## config.mk

```make
export PLATFORM = sky130hd
export DESIGN_NAME = led_ctrl_regs
export DESIGN_NICKNAME = d
export VERILOG_FILES = /design/src/inc/led_ctrl_pkg.sv /design/src/design/led_ctrl_regs.sv
export SDC_FILE = /design/constraint.sdc
export NUM_CORES = 1
export LEC_CHECK = 0
export BUFFER_PORTS_ARGS = -buffer_cell sky130_fd_sc_hd__buf_2
export CORE_MARGIN = 10
export CORE_UTILIZATION = 59
export CTS_CLUSTER_SIZE = 30
export DETAILED_ROUTE_END_ITERATION = 10
export MAX_ROUTING_LAYER = met4
export PLACE_DENSITY = 0.78
export SYNTH_ARGS = -nofsm -noshare
export SYNTH_HDL_FRONTEND = slang
export SYNTH_SLANG_ARGS = --single-unit
```

## constraint.sdc

```tcl
create_clock -name clk_i -period 5.7 [get_ports clk_i]
set_input_delay 0.57 -clock clk_i [delete_from_list [all_inputs] [get_ports clk_i]]
set_output_delay 0.57 -clock clk_i [all_outputs]
set_load 0.1 [all_outputs]
```

## src/inc/led_ctrl_pkg.sv

```systemverilog
// Constants, register map and carrier types for the LED SoC control register bank.
// Assumes a single 250 MHz clock and a host that reaches the bank over the serial pins.
package led_ctrl_pkg;
    // Register offsets
    localparam logic [7:0] OFS_GLOBAL = 8'h02;
    localparam logic [7:0] OFS_CLOCK_CFG = 8'h03;
    localparam logic [7:0] OFS_CPU_CTRL = 8'h04;
    localparam logic [7:0] OFS_JOB_A = 8'h05;
    localparam logic [7:0] OFS_JOB_B = 8'h06;
    localparam logic [7:0] OFS_RUN_STATE = 8'h07;
    localparam logic [7:0] OFS_IRQ_CFG = 8'h08;
    localparam logic [7:0] OFS_IRQ_EN = 8'h09;
    localparam logic [7:0] OFS_IRQ_FLAGS = 8'h0A;
    // Common reset value and read value of unmapped bytes
    localparam logic [7:0] REG_RESET = 8'h00;
    // Field positions
    localparam int GLB_OSC_OFF_BIT = 1;
    localparam int GLB_ACTIVE_BIT = 0;
    localparam int CPU_WAKE_BIT = 2;
    localparam int CPU_RST_BIT = 1;
    localparam int CPU_CLK_BIT = 0;
    localparam int IRQ_CLOCK_LOSS_BIT = 7;
    // Clock source codes (upper bit set means external)
    localparam logic [1:0] SRC_OSC_QUIET = 2'h0;
    localparam logic [1:0] SRC_OSC_DRIVE = 2'h1;
    localparam int SRC_EXT_BIT = 1;
    // Master rate codes
    localparam logic [3:0] RATE_24M576 = 4'h0;
    localparam logic [3:0] RATE_12M288 = 4'h1;
    localparam logic [3:0] RATE_8M192 = 4'h2;
    localparam logic [3:0] RATE_6M144 = 4'h3;
    // Run state codes written by the embedded cpu
    localparam logic [7:0] RUN_NONE = 8'h00;
    localparam logic [7:0] RUN_SLEEP = 8'h01;
    localparam logic [7:0] RUN_IDLE = 8'h02;
    localparam logic [7:0] RUN_BREATH = 8'h10;
    localparam logic [7:0] RUN_BREATH_DONE = 8'h11;
    localparam logic [7:0] RUN_AUDIO = 8'h20;
    // Interrupt pin pulse unit; figure is arbitrary
    localparam int PULSE_UNIT_NS = 1000;
    localparam int CLK_PERIOD_NS = 4;
    localparam int PULSE_UNIT_CYC = PULSE_UNIT_NS / CLK_PERIOD_NS;
    localparam int PULSE_CNT_W = 16;
    // Serial slave address; value is arbitrary
    localparam logic [6:0] DEV_ADDR = 7'h35;
    localparam logic [3:0] BITS_PER_BYTE = 4'h8;

    // Clock configuration fields
    typedef struct packed {
        logic clock_lost_flag;
        logic clock_loss_guard_off;
        logic [1:0] clock_source_select;
        logic [3:0] master_rate_select;
    } clock_cfg_t;

    // Controls toward the embedded cpu
    typedef struct packed {
        logic cpu_wakeup;
        logic cpu_reset_release;
        logic cpu_clock_gate;
    } cpu_ctrl_t;

    // Interrupt configuration fields
    typedef struct packed {
        logic [6:0] irq_pulse_width;
        logic irq_pin_style;
    } irq_cfg_t;

    // One byte access from the serial engine
    typedef struct packed {
        logic stb;
        logic [7:0] addr;
        logic [7:0] data;
    } reg_wr_t;
endpackage

```

## src/design/led_ctrl_regs.sv

```systemverilog
// Control and status register bank with its serial slave, all in one module.
// Assumes serial pins and cpu-side inputs are synchronous to clk_i.
`timescale 1ns/1ps
`default_nettype none
module led_ctrl_regs (
    input wire logic clk_i,
    input wire logic arst_n_i,
    input wire logic en_i,
    input wire logic scl_i,
    input wire logic sda_i,
    output logic sda_o,
    output logic sda_oe_o,
    input wire logic osc_clk_i,
    input wire logic sync_i,
    input wire logic clock_missing_i,
    output logic sync_o,
    output logic sync_oe_o,
    output logic use_ext_clock_o,
    output logic osc_off_o,
    output logic device_active_o,
    output logic [3:0] master_rate_select_o,
    output logic led_shutdown_o,
    output led_ctrl_pkg::cpu_ctrl_t cpu_ctrl_o,
    output logic [7:0] job_code_a_o,
    output logic [7:0] job_code_b_o,
    input wire logic run_state_wr_i,
    input wire logic [7:0] run_state_data_i,
    input wire logic [6:0] irq_event_i,
    output logic irq_pin_n_o
);
    // Serial engine states, Gray steps along the usual path
    typedef enum logic [2:0] {
        S_IDLE = 3'b000,
        S_ADDR = 3'b001,
        S_ADDR_ACK = 3'b011,
        S_WR_BYTE = 3'b010,
        S_WR_ACK = 3'b110,
        S_RD_BYTE = 3'b111,
        S_RD_ACK = 3'b101
    } ser_state_t;

    logic rst_meta_ff, rst_sync_ff; // Reset release stages
    logic rst_n; // Released reset
    logic clear; // Enable pin low wipes config
    ser_state_t state_ff; // Serial state
    logic scl_prev_ff, sda_prev_ff; // Last pin samples
    logic scl_rise, scl_fall, start_cond, stop_cond;
    logic [3:0] bit_cnt_ff; // Bits moved this byte
    logic [7:0] shift_ff; // Serial shift register
    logic [7:0] ptr_ff; // Register pointer
    logic ptr_next_ff; // Next write byte is the pointer
    logic rw_ff; // Read request latched
    logic drive_low_ff; // Pulls data line low
    led_ctrl_pkg::reg_wr_t wr_ff; // Write strobe to registers
    logic rd_flags_ff; // Flag register was read out
    logic [7:0] rd_snap_ff; // Flags seen by that read
    logic [1:0] global_ff; // Active and osc bits
    led_ctrl_pkg::clock_cfg_t clk_cfg_ff; // Writable clock fields
    logic [1:0] cpu_bits_ff; // Reset release, clock gate
    logic wake_ff; // One-cycle wake pulse
    logic [7:0] job_a_ff, job_b_ff; // Job codes
    logic [7:0] run_state_ff; // Run state from cpu
    led_ctrl_pkg::irq_cfg_t irq_cfg_ff; // Pin style and width
    logic [7:0] irq_en_ff; // Per-source enables
    logic [7:0] irq_flags_ff; // Sticky flags
    logic lost_prev_ff; // For loss edge
    logic clock_lost; // Loss indication
    logic [7:0] events; // All flag set sources
    logic pending, pending_prev_ff; // Enabled flag present
    logic [led_ctrl_pkg::PULSE_CNT_W-1:0] pulse_cnt_ff; // Pulse countdown

    // Byte presented to the host for a given offset
    function automatic logic [7:0] read_mux(input logic [7:0] a);
        case (a)
            led_ctrl_pkg::OFS_GLOBAL: read_mux = {6'h00, global_ff};
            led_ctrl_pkg::OFS_CLOCK_CFG: read_mux = {clock_lost, clk_cfg_ff[6:0]};
            led_ctrl_pkg::OFS_CPU_CTRL: read_mux = {6'h00, cpu_bits_ff};
            led_ctrl_pkg::OFS_JOB_A: read_mux = job_a_ff;
            led_ctrl_pkg::OFS_JOB_B: read_mux = job_b_ff;
            led_ctrl_pkg::OFS_RUN_STATE: read_mux = run_state_ff;
            led_ctrl_pkg::OFS_IRQ_CFG: read_mux = irq_cfg_ff;
            led_ctrl_pkg::OFS_IRQ_EN: read_mux = irq_en_ff;
            led_ctrl_pkg::OFS_IRQ_FLAGS: read_mux = irq_flags_ff;
            default: read_mux = led_ctrl_pkg::REG_RESET;
        endcase
    endfunction

    // Write strobe aimed at one offset
    function automatic logic hit(input led_ctrl_pkg::reg_wr_t w, input logic [7:0] a);
        hit = w.stb && (w.addr == a);
    endfunction
    logic [7:0] rd_byte; // Byte under the pointer
    assign rd_byte = read_mux(ptr_ff);

    // Reset release through two flops
    always_ff @(posedge clk_i or negedge arst_n_i) begin
        if (!arst_n_i) begin
            rst_meta_ff <= 1'b0;
            rst_sync_ff <= 1'b0;
        end else begin
            rst_meta_ff <= 1'b1;
            rst_sync_ff <= rst_meta_ff;
        end
    end
    assign rst_n = rst_sync_ff;
    assign clear = !en_i;

    // Pin edge detection; pins are already synchronous
    always_ff @(posedge clk_i or negedge rst_n) begin
        if (!rst_n) begin
            scl_prev_ff <= 1'b1;
            sda_prev_ff <= 1'b1;
        end else begin
            scl_prev_ff <= scl_i;
            sda_prev_ff <= sda_i;
        end
    end
    assign scl_rise = scl_i && !scl_prev_ff;
    assign scl_fall = !scl_i && scl_prev_ff;
    assign start_cond = scl_i && scl_prev_ff && sda_prev_ff && !sda_i;
    assign stop_cond = scl_i && scl_prev_ff && !sda_prev_ff && sda_i;

    // Serial slave: address, pointer byte, then data with auto-increment.
    // Data changes only while the clock is low so the host never sees a false start.
    always_ff @(posedge clk_i or negedge rst_n) begin
        if (!rst_n) begin
            state_ff <= S_IDLE;
            bit_cnt_ff <= 4'h0;
            shift_ff <= 8'h00;
            ptr_ff <= 8'h00;
            ptr_next_ff <= 1'b1;
            rw_ff <= 1'b0;
            drive_low_ff <= 1'b0;
            wr_ff <= '0;
            rd_flags_ff <= 1'b0;
            rd_snap_ff <= 8'h00;
        end else begin
            wr_ff.stb <= 1'b0;
            rd_flags_ff <= 1'b0;
            if (start_cond) begin
                // Start or repeated start
                state_ff <= S_ADDR;
                bit_cnt_ff <= 4'h0;
                ptr_next_ff <= 1'b1;
                drive_low_ff <= 1'b0;
            end else if (stop_cond) begin
                state_ff <= S_IDLE;
                drive_low_ff <= 1'b0;
            end else begin
                case (state_ff)
                    S_ADDR, S_WR_BYTE: begin
                        // Shift in on rising clock
                        if (scl_rise) begin
                            shift_ff <= {shift_ff[6:0], sda_i};
                            bit_cnt_ff <= bit_cnt_ff + 4'h1;
                        end else if (scl_fall && bit_cnt_ff == led_ctrl_pkg::BITS_PER_BYTE) begin
                            bit_cnt_ff <= 4'h0;
                            if (state_ff == S_ADDR) begin
                                // Acknowledge only our own address
                                if (shift_ff[7:1] == led_ctrl_pkg::DEV_ADDR) begin
                                    rw_ff <= shift_ff[0];
                                    drive_low_ff <= 1'b1;
                                    state_ff <= S_ADDR_ACK;
                                end else begin
                                    state_ff <= S_IDLE;
                                end
                            end else begin
                                drive_low_ff <= 1'b1;
                                state_ff <= S_WR_ACK;
                                if (ptr_next_ff) begin
                                    ptr_ff <= shift_ff;
                                    ptr_next_ff <= 1'b0;
                                end else begin
                                    wr_ff.stb <= 1'b1;
                                    wr_ff.addr <= ptr_ff;
                                    wr_ff.data <= shift_ff;
                                    ptr_ff <= ptr_ff + 8'h01;
                                end
                            end
                        end
                    end
                    S_ADDR_ACK: begin
                        // Release ack, then start reading or writing
                        if (scl_fall) begin
                            if (rw_ff) begin
                                shift_ff <= rd_byte;
                                drive_low_ff <= !rd_byte[7];
                                rd_flags_ff <= (ptr_ff == led_ctrl_pkg::OFS_IRQ_FLAGS);
                                rd_snap_ff <= irq_flags_ff;
                                ptr_ff <= ptr_ff + 8'h01;
                                bit_cnt_ff <= 4'h1;
                                state_ff <= S_RD_BYTE;
                            end else begin
                                drive_low_ff <= 1'b0;
                                state_ff <= S_WR_BYTE;
                            end
                        end
                    end
                    S_WR_ACK: begin
                        if (scl_fall) begin
                            drive_low_ff <= 1'b0;
                            state_ff <= S_WR_BYTE;
                        end
                    end
                    S_RD_BYTE: begin
                        // Shift out on falling clock
                        if (scl_fall) begin
                            if (bit_cnt_ff == led_ctrl_pkg::BITS_PER_BYTE) begin
                                drive_low_ff <= 1'b0;
                                state_ff <= S_RD_ACK;
                            end else begin
                                drive_low_ff <= !shift_ff[6];
                                shift_ff <= {shift_ff[6:0], 1'b0};
                                bit_cnt_ff <= bit_cnt_ff + 4'h1;
                            end
                        end
                    end
                    S_RD_ACK: begin
                        // Host nack ends the read; ack loads the next byte
                        if (scl_rise && sda_i) begin
                            state_ff <= S_IDLE;
                        end else if (scl_fall) begin
                            shift_ff <= rd_byte;
                            drive_low_ff <= !rd_byte[7];
                            rd_flags_ff <= (ptr_ff == led_ctrl_pkg::OFS_IRQ_FLAGS);
                            rd_snap_ff <= irq_flags_ff;
                            ptr_ff <= ptr_ff + 8'h01;
                            bit_cnt_ff <= 4'h1;
                            state_ff <= S_RD_BYTE;
                        end
                    end
                    default: begin
                        state_ff <= S_IDLE;
                        drive_low_ff <= 1'b0;
                    end
                endcase
            end
        end
    end
    // Open drain: only ever pull low
    assign sda_o = 1'b0;
    assign sda_oe_o = drive_low_ff;

    // Global control
    always_ff @(posedge clk_i or negedge rst_n) begin
        if (!rst_n) begin
            global_ff <= 2'h0;
        end else if (clear) begin
            global_ff <= 2'h0;
        end else if (hit(wr_ff, led_ctrl_pkg::OFS_GLOBAL)) begin
            global_ff <= wr_ff.data[1:0];
        end
    end
    assign osc_off_o = global_ff[led_ctrl_pkg::GLB_OSC_OFF_BIT];
    assign device_active_o = global_ff[led_ctrl_pkg::GLB_ACTIVE_BIT];

    // Clock configuration; top bit is status and ignores writes
    always_ff @(posedge clk_i or negedge rst_n) begin
        if (!rst_n) begin
            clk_cfg_ff <= '0;
        end else if (clear) begin
            clk_cfg_ff <= '0;
        end else if (hit(wr_ff, led_ctrl_pkg::OFS_CLOCK_CFG)) begin
            clk_cfg_ff <= {1'b0, wr_ff.data[6:0]};
        end
    end
    // Loss only means something with the external source
    assign use_ext_clock_o = clk_cfg_ff.clock_source_select[led_ctrl_pkg::SRC_EXT_BIT];
    assign clock_lost = use_ext_clock_o && clock_missing_i;
    assign led_shutdown_o = clock_lost && !clk_cfg_ff.clock_loss_guard_off;
    assign sync_oe_o = (clk_cfg_ff.clock_source_select == led_ctrl_pkg::SRC_OSC_DRIVE);
    assign sync_o = osc_clk_i;
    assign master_rate_select_o = clk_cfg_ff.master_rate_select;

    // Cpu control; wake is a write-one pulse and is not stored
    always_ff @(posedge clk_i or negedge rst_n) begin
        if (!rst_n) begin
            cpu_bits_ff <= 2'h0;
            wake_ff <= 1'b0;
        end else if (clear) begin
            cpu_bits_ff <= 2'h0;
            wake_ff <= 1'b0;
        end else begin
            wake_ff <= hit(wr_ff, led_ctrl_pkg::OFS_CPU_CTRL)
                && wr_ff.data[led_ctrl_pkg::CPU_WAKE_BIT];
            if (hit(wr_ff, led_ctrl_pkg::OFS_CPU_CTRL)) begin
                cpu_bits_ff <= wr_ff.data[1:0];
            end
        end
    end
    assign cpu_ctrl_o.cpu_wakeup = wake_ff;
    assign cpu_ctrl_o.cpu_reset_release = cpu_bits_ff[led_ctrl_pkg::CPU_RST_BIT];
    assign cpu_ctrl_o.cpu_clock_gate = cpu_bits_ff[led_ctrl_pkg::CPU_CLK_BIT];

    // Job codes; the host must load them before starting the cpu
    always_ff @(posedge clk_i or negedge rst_n) begin
        if (!rst_n) begin
            job_a_ff <= led_ctrl_pkg::REG_RESET;
            job_b_ff <= led_ctrl_pkg::REG_RESET;
        end else if (clear) begin
            job_a_ff <= led_ctrl_pkg::REG_RESET;
            job_b_ff <= led_ctrl_pkg::REG_RESET;
        end else begin
            if (hit(wr_ff, led_ctrl_pkg::OFS_JOB_A)) begin
                job_a_ff <= wr_ff.data;
            end
            if (hit(wr_ff, led_ctrl_pkg::OFS_JOB_B)) begin
                job_b_ff <= wr_ff.data;
            end
        end
    end
    assign job_code_a_o = job_a_ff;
    assign job_code_b_o = job_b_ff;

    // Run state written only from the cpu side
    always_ff @(posedge clk_i or negedge rst_n) begin
        if (!rst_n) begin
            run_state_ff <= led_ctrl_pkg::RUN_NONE;
        end else if (clear) begin
            run_state_ff <= led_ctrl_pkg::RUN_NONE;
        end else if (run_state_wr_i) begin
            run_state_ff <= run_state_data_i;
        end
    end

    // Interrupt configuration and enables
    always_ff @(posedge clk_i or negedge rst_n) begin
        if (!rst_n) begin
            irq_cfg_ff <= '0;
            irq_en_ff <= led_ctrl_pkg::REG_RESET;
        end else if (clear) begin
            irq_cfg_ff <= '0;
            irq_en_ff <= led_ctrl_pkg::REG_RESET;
        end else begin
            if (hit(wr_ff, led_ctrl_pkg::OFS_IRQ_CFG)) begin
                irq_cfg_ff <= wr_ff.data;
            end
            if (hit(wr_ff, led_ctrl_pkg::OFS_IRQ_EN)) begin
                irq_en_ff <= wr_ff.data;
            end
        end
    end

    // Sticky flags; cleared by reading them, but a new event wins
    assign events = {clock_lost && !lost_prev_ff, irq_event_i};
    always_ff @(posedge clk_i or negedge rst_n) begin
        if (!rst_n) begin
            irq_flags_ff <= 8'h00;
            lost_prev_ff <= 1'b0;
        end else if (clear) begin
            irq_flags_ff <= 8'h00;
            lost_prev_ff <= 1'b0;
        end else begin
            lost_prev_ff <= clock_lost;
            irq_flags_ff <= (irq_flags_ff & ~(rd_flags_ff ? rd_snap_ff : 8'h00))
                | events;
        end
    end

    // Pin drive: level while pending, or one pulse per new pending
    assign pending = |(irq_flags_ff & irq_en_ff);
    always_ff @(posedge clk_i or negedge rst_n) begin
        if (!rst_n) begin
            pending_prev_ff <= 1'b0;
            pulse_cnt_ff <= '0;
        end else begin
            pending_prev_ff <= pending;
            if (pending && !pending_prev_ff) begin
                // Width counts in fixed units; zero width gives no pulse
                pulse_cnt_ff <= led_ctrl_pkg::PULSE_CNT_W'(irq_cfg_ff.irq_pulse_width
                    * led_ctrl_pkg::PULSE_UNIT_CYC);
            end else if (pulse_cnt_ff != '0) begin
                pulse_cnt_ff <= pulse_cnt_ff - 1'b1;
            end
        end
    end
    assign irq_pin_n_o = irq_cfg_ff.irq_pin_style ? (pulse_cnt_ff == '0) : !pending;
endmodule
`default_nettype wire

```

== After elaboration in Yosys (flattened, before gate mapping) ==
Cells that the tools add are included.

* Multiplexer cells: 105
* Add/sub/neg operators: 3
* Multipliers: 1
* Reduce and logical (&&, ||, !) cells: 51
* Eq/ne operators: 63
* Bitwise operators: 9

{| class="wikitable"
|+ Operator list
! operator !! count
|-
| $mux W8 || 31
|-
| $mux W17 || 7
|-
| $pmux W8 S9 || 1
|-
| $eq A8 B3 Y1 const B || 7
|-
| $eq A8 B4 Y1 const B || 5
|-
| $mux W4 || 10
|-
| $mux W3 || 12
|-
| $ne A4 B4 Y1 const B || 9
|-
| $eq A8 B2 Y1 const B || 4
|-
| $mux W16 || 2
|-
| $pmux W8 S4 || 1
|-
| $mux W1 || 28
|-
| $reduce_and A7 Y1 || 4
|-
| $ne A2 B2 Y1 const B || 12
|-
| $pmux W8 S3 || 1
|-
| $logic_and A1 B1 Y1 || 21
|-
| $reduce_and A10 Y1 || 2
|-
| $ne A2 B1 Y1 const B || 9
|-
| $ne A3 B3 Y1 const B || 6
|-
| $and A8 B8 Y8 || 2
|-
| $logic_not A16 Y1 || 1
|-
| $pmux W4 S4 || 1
|-
| $pmux W8 S2 || 1
|-
| $reduce_bool A16 Y1 || 1
|-
| other kinds (29) || 54
|}

* Bits in registers: 134
* Logic and storage cells: 264
* Input bits: 24

== Logic depth before layout (Yosys ltp) ==
Gate-level depths: netlist (run 1).

* Depth after elaboration: 8
* Gate-level depth with buffers: 12
* Gate-level depth less buffers: 12

== Least setup slack after synthesis (run 1) ==
OpenSTA, ideal clock, no wires.

* Kind: register to register
* From: reg irq_cfg_ff[1] (netlist name)
* To: reg pulse_cnt_ff[13] (netlist name)
* Data required time: 5604 ps
* Setup slack: 1868 ps
* Setup time: 96 ps
* Data arrival time: 3736 ps
* Cell stages (with the launch flop): 13
* Cells stage by stage: dfrtp_1 fa_1 fa_1 inv_1 fa_1 fa_1 inv_1 ha_1 a21o_1 a21o_1 o311a_1 o21a_1 o31ai_1

* Cells in the longest elaborated chain, start to end: 2

{| class="wikitable"
|+ Ends and longest elaborated chain
! what !! line !! RTL
|-
| start: declaration || led_ctrl_regs.sv:63 || <nowiki>led_ctrl_pkg::irq_cfg_t irq_cfg_ff;</nowiki>
|-
| start signal: assignment || led_ctrl_regs.sv:336 || <nowiki>irq_cfg_ff <= wr_ff.data;</nowiki>
|-
| $mul A7 B7 Y14 || led_ctrl_regs.sv:371 || <nowiki>* led_ctrl_pkg::PULSE_UNIT_CYC);</nowiki>
|-
| $mux W16 || led_ctrl_regs.sv:368 || <nowiki>if (pending && !pending_prev_ff) begin</nowiki>
|-
| end signal: assignment || led_ctrl_regs.sv:370 || <nowiki>pulse_cnt_ff <= led_ctrl_pkg::PULSE_CNT_W'(irq_cfg_ff.irq_pulse_width</nowiki>
|-
| end signal: assignment || led_ctrl_regs.sv:373 || <nowiki>pulse_cnt_ff <= pulse_cnt_ff - 1'b1;</nowiki>
|-
| end: declaration || led_ctrl_regs.sv:70 || <nowiki>logic [led_ctrl_pkg::PULSE_CNT_W-1:0] pulse_cnt_ff;</nowiki>
|}

No other way between the ends.
A chain may end at the register's enable or synchronous reset.

== Worst setup path after layout (run 1) ==
* From: reg irq_cfg_ff[2] (netlist name)
* To: reg pulse_cnt_ff[14] (netlist name)

Same word-level chain as after synthesis.

==> reports/metrics.cfg, run 1 <==
[floorplanning]
die_area_um2 = 19400
floorplan.initialDensity_pct = 60.2
core_um2 = 13900
fp.dieW_um = 139
chipHeight_um = 139
num_io_pins = 56
rows = 43

[cells_and_area]
area_delta_synth_final_pct = 10.8
layout-drive-gt1-share_pct = 15.7
final_area_um2 = 9300
fillers = 1063
multi_input_area_um2 = 4610
diodes = 0
fin_util_pct = 66.7
fin_nets = 930
seqCellArea_um2 = 3360

[cts]
tritoncts = done
clk_pin_slew_worst_paths_ns = 0.06
post_cts_buffers = 0
h-tree-depth = 4
numCtsBuffers = 17
clock_latency_ns = 0.44
cts.sinks = 134
cts_root_buf = clkbuf_16
cts_buffer_depth = 2

[synthesis]
syn_inst = 818
synth-compound-area-share_pct = 14.8
synth_area_per_cell_um2 = 10.3
synthAdderAreaFrac_pct = 10.6
synth_top_cell_by_area = dfrtp_1
synth.most_common_cell = dfrtp_1
synth.area.top_cells = dfrtp_1 39%, mux2i_1 6.6%, ha_1 6.3%, nor2b_1 5.4%, fa_1 4.3%
syn-cell-area_um2 = 8390
yosys.cell_types.count = 82
synth_simple_gate_area_share_pct = 17.0
yosys_register_bits = 134
synth_nets = 902
synth_top_area_share_pct = 39.1
yosysWarnings = 0
synth_edf_count = 0
seq_area_frac_synth_pct = 40.0
synth_top_family_by_area = simple AND/OR/NAND/NOR gates
synth_flop_cell = dfrtp_1
async_flop_share_pct = 100
synth.cells.most_frequent = 131 x dfrtp_1, 72 x nor2b_1, 55 x mux2i_1
synth_xor_area_share_pct = 2.30
muxShareOfSynthArea_pct = 10.2

[timing]
hold_violations = 0
holdWs_ns = 0.300
slew_headroom_pct = 20.6
clock_skew_ns = 0.00988
worst_slew_pin_slew_ns = 1.19
fin_crit_sh_pct = 72.3
slew_viol_final = 0
setup_viol = 0
final.setup.tns_ns = 0
rsz0062_at_grt = false
fmax_mhz = 243
fin_crit_ns = 4.12

[global_route]
gr-total-overflow = 0
grt_usage_pct = 22.4
grt_pass1_wl_um = 34800
grt_pass1_vias = 6683
grt_max_degree = 73
grt_antenna_before_repair = 0

[routing]
drc = 0
drtAntennaViolNets = 0
vias_per_cell = 6.38
vias = 6633
drtIter0Drc = 684
dr.pass1.iters = 7
wl_per_cell_um = 20.5
drt-total-wl_um = 21300

[hold_path]
hold_class = input port to flip-flop

[place]
gp_congestion = 0.911
dpl_cell_area_um2 = 8620
numPortBuffers = 51
dpl.hpwl_um = 15000

[status]
outcome = complete, no violations

[pwr]
intPower_mw = 2.01
p_per_area_nw_per_um2 = 295
combPwrFrac_pct = 12.2
pwr-share-clk_pct = 45.1
p_leak_nw = 4.48
power.switching_mw = 0.734
peakVddDrop_mv = 0.224
finalPower_mw = 2.75
power_switching_share_pct = 26.7
seqPwrFrac_pct = 42.7

[critical_path]
cp_slowest_cell = dfrtp_1
cp_max_fo = 7
required_ns = 6.04
cp-start-kind = flip-flop
critical_path_class = flip-flop to flip-flop
path_cells = fa_1, fa_1, inv_1, fa_1, fa_1, inv_1, ha_1, a21o_1, a21oi_1, a211oi_1, o31a_1, o31ai_1
cpMostUsedCell = fa_1
critPathCaptureType = flip-flop
cp.arrival_ns = 4.46
critPathMaxStageDelay_ns = 0.54

[flow_run]
maxCapViolations = 0

==> final cells by class <==
class,instances,share of cell area (%)
Clock inverter,11,2.09
Multi-Input combinational cell,599,49.6
Timing Repair Buffer,55,3.09
Clock buffer,21,5.06
Tap cell,180,2.42
Sequential cell,134,36.1
Inverter,39,1.57
==> metrics by stage <==
step           instances  setup slack [ns]
2_1_floorplan        818              1.70
3_3_place_gp        1006              1.70
3_5_place_dp        1006              1.61
4_1_cts             1039              1.59
5_1_grt             1039              1.35
6_report            1039              1.58
==> layer usage <==
layer  vias up  part of all wire, %  track usage, %
met5         -                    0               -
met4         0                  2.9            8.95
met1      3257                   44            29.5
li1       3014                    -               -
met2       303                   45            32.7
met3        59                  7.5            5.14
==> power groups by stage <==
| stage | Clock, mW | Sequential [mW] | Combinational [mW] |
|---|---|---|---|
| detailed placement | 0 | 1.19 | 0.323 |
| CTS | 1.25 | 1.17 | 0.332 |
| global placement | 0 | 1.18 | 0.309 |
| floorplan | 0 | 1.16 | 0.259 |
| finish | 1.24 | 1.17 | 0.334 |
| global route | 1.29 | 1.19 | 0.374 |
==> state kept, by name, indices dropped and copies added, names as in the netlist, 2 cells and up <==
name	count
irq_cfg_ff	8
irq_flags_ff	8
job_code_b_o	8
shift_ff	8
irq_en_ff	8
bit_cnt_ff	4
master_rate_select_o	4
global_ff	2
clk_cfg_ff	2
cpu_bits_ff	2
rd_snap_ff	8
wr_ff	17
job_code_a_o	8
pulse_cnt_ff	16
ptr_ff	8
state_ff	3
run_state_ff	8
==> what timing repair did <==
action | CTS | global route
hold buffers | 1 | 0
endpoints found under the hold margin | 2 | 0
resized for setup | 0 | 0
==> cells in the final DEF, fill, tap and decap left out, types with 5 or more instances in the layout <==
cell type and n:
dfrtp_1 130, nor2b_1 72, mux2i_1 55, buf_2 51, nand2_1 50, ha_1 42
a21oi_1 40, inv_1 39, nor2_1 37, o21ai_0 27, mux2_2 27, fa_1 18
clkbuf_16 17, nand3_1 15, a22oi_1 14, xnor2_1 12, o22ai_1 12, a31oi_1 12
xor2_1 10, nor4_1 9, nor3_1 8, a222oi_1 8, nand2b_1 7, a21o_1 7
o31ai_1 7, nand3b_1 6, and2_1 6, nand4_1 5, bufinv_16 5
==> cell families (layout without fill, tap and decap cells) <==
family | after synthesis | in the layout
muxes | 82 | 82
buffers and inverters | 85 | 126
and+or+nand+nor | 253 | 253
xor gates and xnor gates | 22 | 22
adders and majority gates | 60 | 60
DFF | 134 | 134
AOI/OAI and AO/OA | 180 | 180
other | 2 | 2
==> critical path, delay by kind of cell (launching register included) <==
kind            cells  cell delay, ns
buf+inv             2            0.09
compound gates      5            1.14
flops               1            0.54
fa+ha+maj           5            2.23
==> path summary, 6_finish.rpt <==
path / start / end / slack, ns / cells after the start
setup / recovery: irq_cfg_ff[2] / pulse_cnt_ff[14] / 1.58 / 12
hold / removal: sda_i / sda_prev_ff / 0.30 / 1
setup reg to reg: irq_cfg_ff[2] / pulse_cnt_ff[14] / 1.58 / 12
hold reg to reg: rst_meta_ff / rst_n / 0.35 / 0
max in group asynchronous: rst_n / irq_flags_ff[5] / 3.90 / 1
min in group asynchronous: arst_n_i / rst_n / 0.45 / 2
(Power assumes the default switching activity.)
==> run 2, diff against run 1 <==
Clock period 5.7 ns to 4.1 ns, I/O delays scaled along.
==> run 2 against run 1 <==
Compared with the run above:
- clock skew hardly changed
- combinational power is 37% higher
- via count is 1.5% higher
- register-to-register slack worse by 1.5 ns
- die area stayed put
- critical endpoint is now pulse_cnt_ff[13]
- sequential share of layout area is 0.34 points lower
- largest cell class unchanged
- non-clock buffer count is 15 higher
- flip-flop and latch count stayed put
- global-route usage is 0.73 points higher
- critical path type unchanged
- final cell count is 1.4% higher
==> reports/metrics.cfg, run 2 (synthesis results as in run 1) <==
[status]
outcome = complete, no violations

[routing]
vias = 6730  ; +1.5%
dr.pass1.iters = 8  ; +1
drtAntennaViolNets = 0  ; unchanged
drc = 0  ; unchanged
vias_per_cell = 6.39  ; about the same
drt-total-wl_um = 22000  ; +3.2%
wl_per_cell_um = 20.9  ; +1.8%
drtIter0Drc = 876  ; +28%

[critical_path]
cp.arrival_ns = 4.31  ; -0.15 ns
cp_slowest_cell = fa_1
critPathMaxStageDelay_ns = 0.52  ; -0.02 ns
r2r_cells = 13  ; +1
path_cells = buf_4, fa_1, inv_1, fa_1, inv_1, fa_1, ha_1, ha_4, a21o_1, a21o_1, o311a_1, o21a_1, o31ai_1
rr_endpoint = pulse_cnt_ff[13]
reg2reg_from = irq_cfg_ff[2]
cp_max_fo = 5  ; -2
critPathCaptureType = flip-flop
timing.critical_path.buf_inv = 3  ; +1
cp_top_family = adder cells
cp-start-kind = flip-flop
critical_path_class = flip-flop to flip-flop
required_ns = 4.42  ; -1.62 ns
cpMostUsedCell = fa_1
worst-r2r-setup-slack_ns = 0.11  ; -1.47 ns

[cts]
clock_latency_ns = 0.42  ; -0.02 ns
tritoncts = done
cts_buffer_depth = 2  ; unchanged
h-tree-depth = 4  ; unchanged
clk_pin_slew_worst_paths_ns = 0.06  ; about the same
cts.sinks = 134  ; unchanged
numCtsBuffers = 17  ; unchanged
cts_root_buf = clkbuf_16

[flow_run]
maxCapViolations = 0  ; unchanged

[floorplanning]
num_io_pins = 56  ; unchanged
fp.dieW_um = 139  ; unchanged
chipHeight_um = 139  ; unchanged
core_um2 = 13900  ; unchanged
floorplan.initialDensity_pct = 60.2  ; unchanged
die_area_um2 = 19400  ; unchanged
rows = 43  ; unchanged

[cells_and_area]
final_cell_mix = 127 x dfrtp_1, 72 x nor2b_1, 55 x mux2i_1
layout-drive-gt1-share_pct = 18.0  ; +2.2 points
fin_cells = 1054  ; +1.4%
fillers = 1008  ; -5.2%
top_register = wr_ff
largest_reg_flops = 17  ; unchanged
fin_nets = 945  ; +1.6%
area_delta_synth_final_pct = 12.0
diodes = 0  ; unchanged
final_common_cell = dfrtp_1
reg.largest.list = wr_ff x17, pulse_cnt_ff x16

[global_route]
grt_pass1_vias = 6711  ; +0.42%
gr-total-overflow = 0  ; unchanged
grt_pass1_wl_um = 35800  ; +2.9%
grt_antenna_before_repair = 0  ; unchanged
grt_max_degree = 87  ; +19%
grt_usage_pct = 23.1  ; +0.73 points

[place]
post-place-cells = 1015  ; +0.89%
numPortBuffers = 51  ; unchanged
dpl.hpwl_um = 15200  ; +1.8%
gp_congestion = 0.962  ; +5.6%

[timing]
final.setup.tns_ns = 0  ; unchanged
setup_viol = 0  ; unchanged
fin_crit_ns = 3.99  ; -0.131 ns
slew_headroom_pct = 19.8  ; -0.79 points
clock_skew_ns = 0.00966  ; -0.000224 ns
hold_violations = 0  ; unchanged
fin_crit_sh_pct = 97.3  ; +25 points
fmax_mhz = 251  ; +3.3%
worst_slew_pin_slew_ns = 1.20  ; +0.0118 ns
slew_viol_final = 0  ; unchanged

[pwr]
finalPower_mw = 3.70  ; +35%
peakVddDrop_mv = 0.277  ; +24%
p_per_area_nw_per_um2 = 393  ; +33%
p_leak_nw = 4.53  ; +1.1%

[hold_path]
min_to = sda_prev_ff
whs_path_depth = 1  ; unchanged
hold_class = input port to flip-flop
hold_start = sda_i

==> run 2: final cells by class <==
class	instances	area [µm²]	share of cell area, %
sequential	134	3360	35.8
tap	180	225	2.40
inverter	39	146	1.56
timing repair buffer	70	413	4.39
clock buffer	17	425	4.53
multi-input combinational	599	4630	49.3
clock inverter	15	190	2.02
==> run 2: worst reg2reg max path: cells and delay by family, from the launching register on <==
kind,cells,cell delay [ns]
buffers and inverters,3,0.24
AOI/OAI and AO/OA,5,1.14
DFF,1,0.43
adders and majority gates,5,2.07
==> run 2: per-stage QoR <==
stage | util, % | hold slack, ns | worst slack [ns] | cell area (µm²)
global placement | 62.4 | 0.195 | 0.191 | 8690
detailed placement | 62.4 | 0.197 | 0.0790 | 8690
CTS | 66.9 | 0.137 | 0.0514 | 9320
floorplan | - | 0.114 | 0.0954 | 8390
finish | 67.4 | 0.152 | 0.110 | 9400
global route | 67.4 | 0.144 | -0.0296 | 9400
==> run 2: routing by layer <==
| layer | part of all wire [%] | wire (µm) | up-vias | track usage [%] |
|---|---|---|---|---|
| met2 | 45 | 9930 | 366 | 33.3 |
| met5 | 0 | 0 | - | - |
| met1 | 44 | 9590 | 3274 | 31.0 |
| met3 | 7.7 | 1680 | 66 | 4.83 |
| li1 | - | - | 3024 | - |
| met4 | 3.6 | 788 | 0 | 9.72 |
==> run 2: how the worst max path moves through the flow <==
stage / to / slack (ns) / depth (start not counted) / from
2_1_floorplan: bit_cnt_ff[0] / 0.1 / 0 / rst_n
3_3_place_gp: pulse_cnt_ff[13] / 0.19 / 12 / irq_cfg_ff[3]
3_5_place_dp: pulse_cnt_ff[14] / 0.08 / 12 / irq_cfg_ff[3]
4_1_cts: pulse_cnt_ff[14] / 0.05 / 12 / irq_cfg_ff[3]
5_1_grt: pulse_cnt_ff[13] / -0.03 / 13 / irq_cfg_ff[2]
6_report: pulse_cnt_ff[13] / 0.11 / 13 / irq_cfg_ff[2]
==> run 2: repair_timing <==
item	in CTS	in global routing
setup endpoints to repair	0	4
buffers inserted	0	6
hold buffers	1	0
gates resized for setup	0	8
hold endpoints to repair	2	0
==> run 2: power by group <==
group | switching [mW] | internal (mW) | total [mW]
sequential | 0.186 | 1.45 | 1.64
combinational | 0.241 | 0.215 | 0.456
clock | 0.629 | 0.971 | 1.60
==> run 3, diff against run 2 <==
Settings changed: CAP_MARGIN from default to 20, CORE_UTILIZATION 59 to 56.
Clock period 4.1 ns to 3.58 ns, I/O delays scaled along.
==> run 3 against run 2 <==
Compared with the run above:
- largest cell class unchanged
- critical endpoint unchanged
- critical path type unchanged
- die area rose by 4.6%
- largest power group unchanged
- register-to-register slack got worse by 0.37 ns
- clock skew fell by 0.0030 ns
- count of clock-buffer cells in the layout rose by 1
- the flow now finishes with violations (negative setup slack)
- sequential power rose by 14%
- cell area rose by 1.1%
- critical path depth fell by 1
==> reports/metrics.cfg, run 3 (synthesis results as in run 1) <==
[cells_and_area]
area_delta_synth_final_pct = 13.1
fin_util_pct = 65.1  ; -2.3 points
reg.largest.list = wr_ff x17, pulse_cnt_ff x16
seqCellArea_um2 = 3360  ; about the same
final_common_cell = dfrtp_1
layout-drive-gt1-share_pct = 20.2  ; +2.2 points
multi_input_area_um2 = 4690  ; +1.3%
diodes = 0  ; unchanged
fin_nets = 959  ; +1.5%
fillers = 1110  ; +10%
final_cell_mix = 128 x dfrtp_1, 72 x nor2b_1, 55 x mux2i_1
largest_reg_flops = 17  ; unchanged
final_area_um2 = 9500  ; +1.1%
top_register = wr_ff

[pwr]
p_per_area_nw_per_um2 = 420  ; +6.9%
p_leak_nw = 4.56  ; +0.49%
peakVddDrop_mv = 0.362  ; +31%
finalPower_mw = 3.99  ; +8.0%

[routing]
drc = 0  ; unchanged
dr.pass1.iters = 6  ; -2
drtAntennaViolNets = 0  ; unchanged
drt-total-wl_um = 20900  ; -5.1%
vias_per_cell = 6.14  ; -3.8%
drtIter0Drc = 818  ; -6.6%
wl_per_cell_um = 19.5  ; -6.7%
vias = 6584  ; -2.2%

[timing]
layout_setup_ws_ns = -0.258  ; -0.368 ns
hold_violations = 0  ; unchanged
rsz0062_at_grt = true
worst_slew_pin_slew_ns = 0.894  ; -0.306 ns
clock_skew_ns = 0.00664  ; -0.00302 ns
slew_viol_final = 0  ; unchanged
fmax_mhz = 261  ; +4.0%
slew_headroom_pct = 39.8  ; +20 points
setup_viol = 5  ; +5
fin_crit_ns = 3.84  ; -0.152 ns
fin_crit_sh_pct = 107  ; +9.9 points

[critical_path]
cp-start-kind = flip-flop
path_cells = fa_1, fa_1, inv_1, fa_1, fa_1, inv_1, ha_4, a21o_1, a21o_1, o311a_1, o21a_1, o31ai_1
critPathMaxStageDelay_ns = 0.51  ; about the same
critPathCaptureType = flip-flop
required_ns = 3.90  ; -0.52 ns
cp_slowest_cell = fa_1
critical_path_class = flip-flop to flip-flop
cpMostUsedCell = fa_1
cp.arrival_ns = 4.16  ; -0.15 ns
cp_max_fo = 3  ; -2

[floorplanning]
floorplan.initialDensity_pct = 57.5  ; -2.7 points
num_io_pins = 56  ; unchanged
core_um2 = 14600  ; +4.7%
rows = 44  ; +2.3%
fp.dieW_um = 142  ; +2.3%
chipHeight_um = 142  ; +2.3%
die_area_um2 = 20300  ; +4.6%

[cts]
cts_buffer_depth = 2  ; unchanged
clock_latency_ns = 0.42  ; about the same
clk_pin_slew_worst_paths_ns = 0.06  ; about the same
numCtsBuffers = 17  ; unchanged
cts.sinks = 134  ; unchanged
tritoncts = done
h-tree-depth = 4  ; unchanged
cts_root_buf = clkbuf_16

[global_route]
grt_use_met2_pct = 31.6  ; -1.7 points
grt-busiest-layer = met2
grt_antenna_before_repair = 0  ; unchanged
grt_pass1_vias = 6564  ; -2.2%
grt_max_degree = 74  ; -15%
gr-total-overflow = 0  ; unchanged
met1_usage_pct = 28.8  ; -2.2 points
grtUsageMet3_pct = 3.94  ; -0.89 points
grt_pass1_wl_um = 34100  ; -4.7%
grt_usage_pct = 21.4  ; -1.7 points

[place]
dpl.hpwl_um = 14700  ; -3.8%
pre_cts_ws_ns = -0.245  ; -0.324 ns
numPortBuffers = 51  ; unchanged
gp_congestion = 0.939  ; -2.4%
dpl_cell_area_um2 = 8860  ; +1.9%

[flow_run]
maxCapViolations = 0  ; unchanged

[hold_path]
hold_class = input port to flip-flop

[status]
violations = negative setup slack
outcome = finished with violations

[run 3: cell count changes in the layout (fill, tap and decap cells not counted), moves of 2 or more]
cell,delta
inv_6,-5
ha_1,-2
clkinvlp_4,+3
clkinv_2,+3
ha_4,+2
bufinv_16,-3
buf_4,+13
a211oi_2,+2
a211oi_1,-2
[run 3: final cells by class]
type                       instances  share of cell area [%]
tap                              184                    2.42
sequential                       134                    35.4
inverter                          39                    1.54
timing repair buffer              84                    5.49
clock inverter                    14                    1.08
multi-input combinational        599                    49.4
clock buffer                      18                    4.62
[run 3: timing repair]
item                                   CTS  global route
resized for setup                        7             8
buffers inserted                         1             1
hold buffers                             1             0
endpoints found under the hold margin    2             0
pin swaps                                7             3
setup endpoints to repair                5             6
[run 3: routing by layer]
| metal | up-vias | share of wire (%) |
|---|---|---|
| li1 | 3068 | - |
| met1 | 3200 | 45 |
| met2 | 269 | 46 |
| met3 | 47 | 6.5 |
| met4 | 0 | 2.4 |
| met5 | - | 0 |
[run 3: final timing paths]
path / startpoint / end / slack (ns) / cells past startpoint
max reg2reg: irq_cfg_ff[2] / pulse_cnt_ff[13] / -0.26 / 12
max: irq_cfg_ff[2] / pulse_cnt_ff[13] / -0.26 / 12
min reg2reg: rst_meta_ff / rst_n / 0.36 / 0
max in group asynchronous: rst_n / sda_prev_ff / 2.29 / 1
min: sda_i / sda_prev_ff / 0.10 / 1
min in group asynchronous: arst_n_i / rst_meta_ff / 0.25 / 2
[run 3: power by group]
part           leakage (nW)  internal [mW]  switching (mW)
Sequential             1.78           1.66           0.207
Clock                 0.258          0.904           0.688
Combinational          2.52          0.248           0.280
Total                  4.56           2.82            1.17
[run 3: critical path: cells and delay by family (launching register included)]
family / cells / cell delay (ns)
AO/OA/AOI/OAI: 5 / 1.11
adder cells (fa/ha/maj): 5 / 2.05
buffers and inverters: 2 / 0.16
flip-flops: 1 / 0.43
[run 3: metrics by stage]
stage	cells	TNS, ns	hold WS (ns)
after floorplan	818	-0.236	0.0624
after global placement	1037	-0.473	0.143
after detailed placement	1037	-0.752	0.147
after CTS	1071	-0.769	0.0849
after global routing	1072	-1.50	0.0894
final	1072	-0.888	0.101
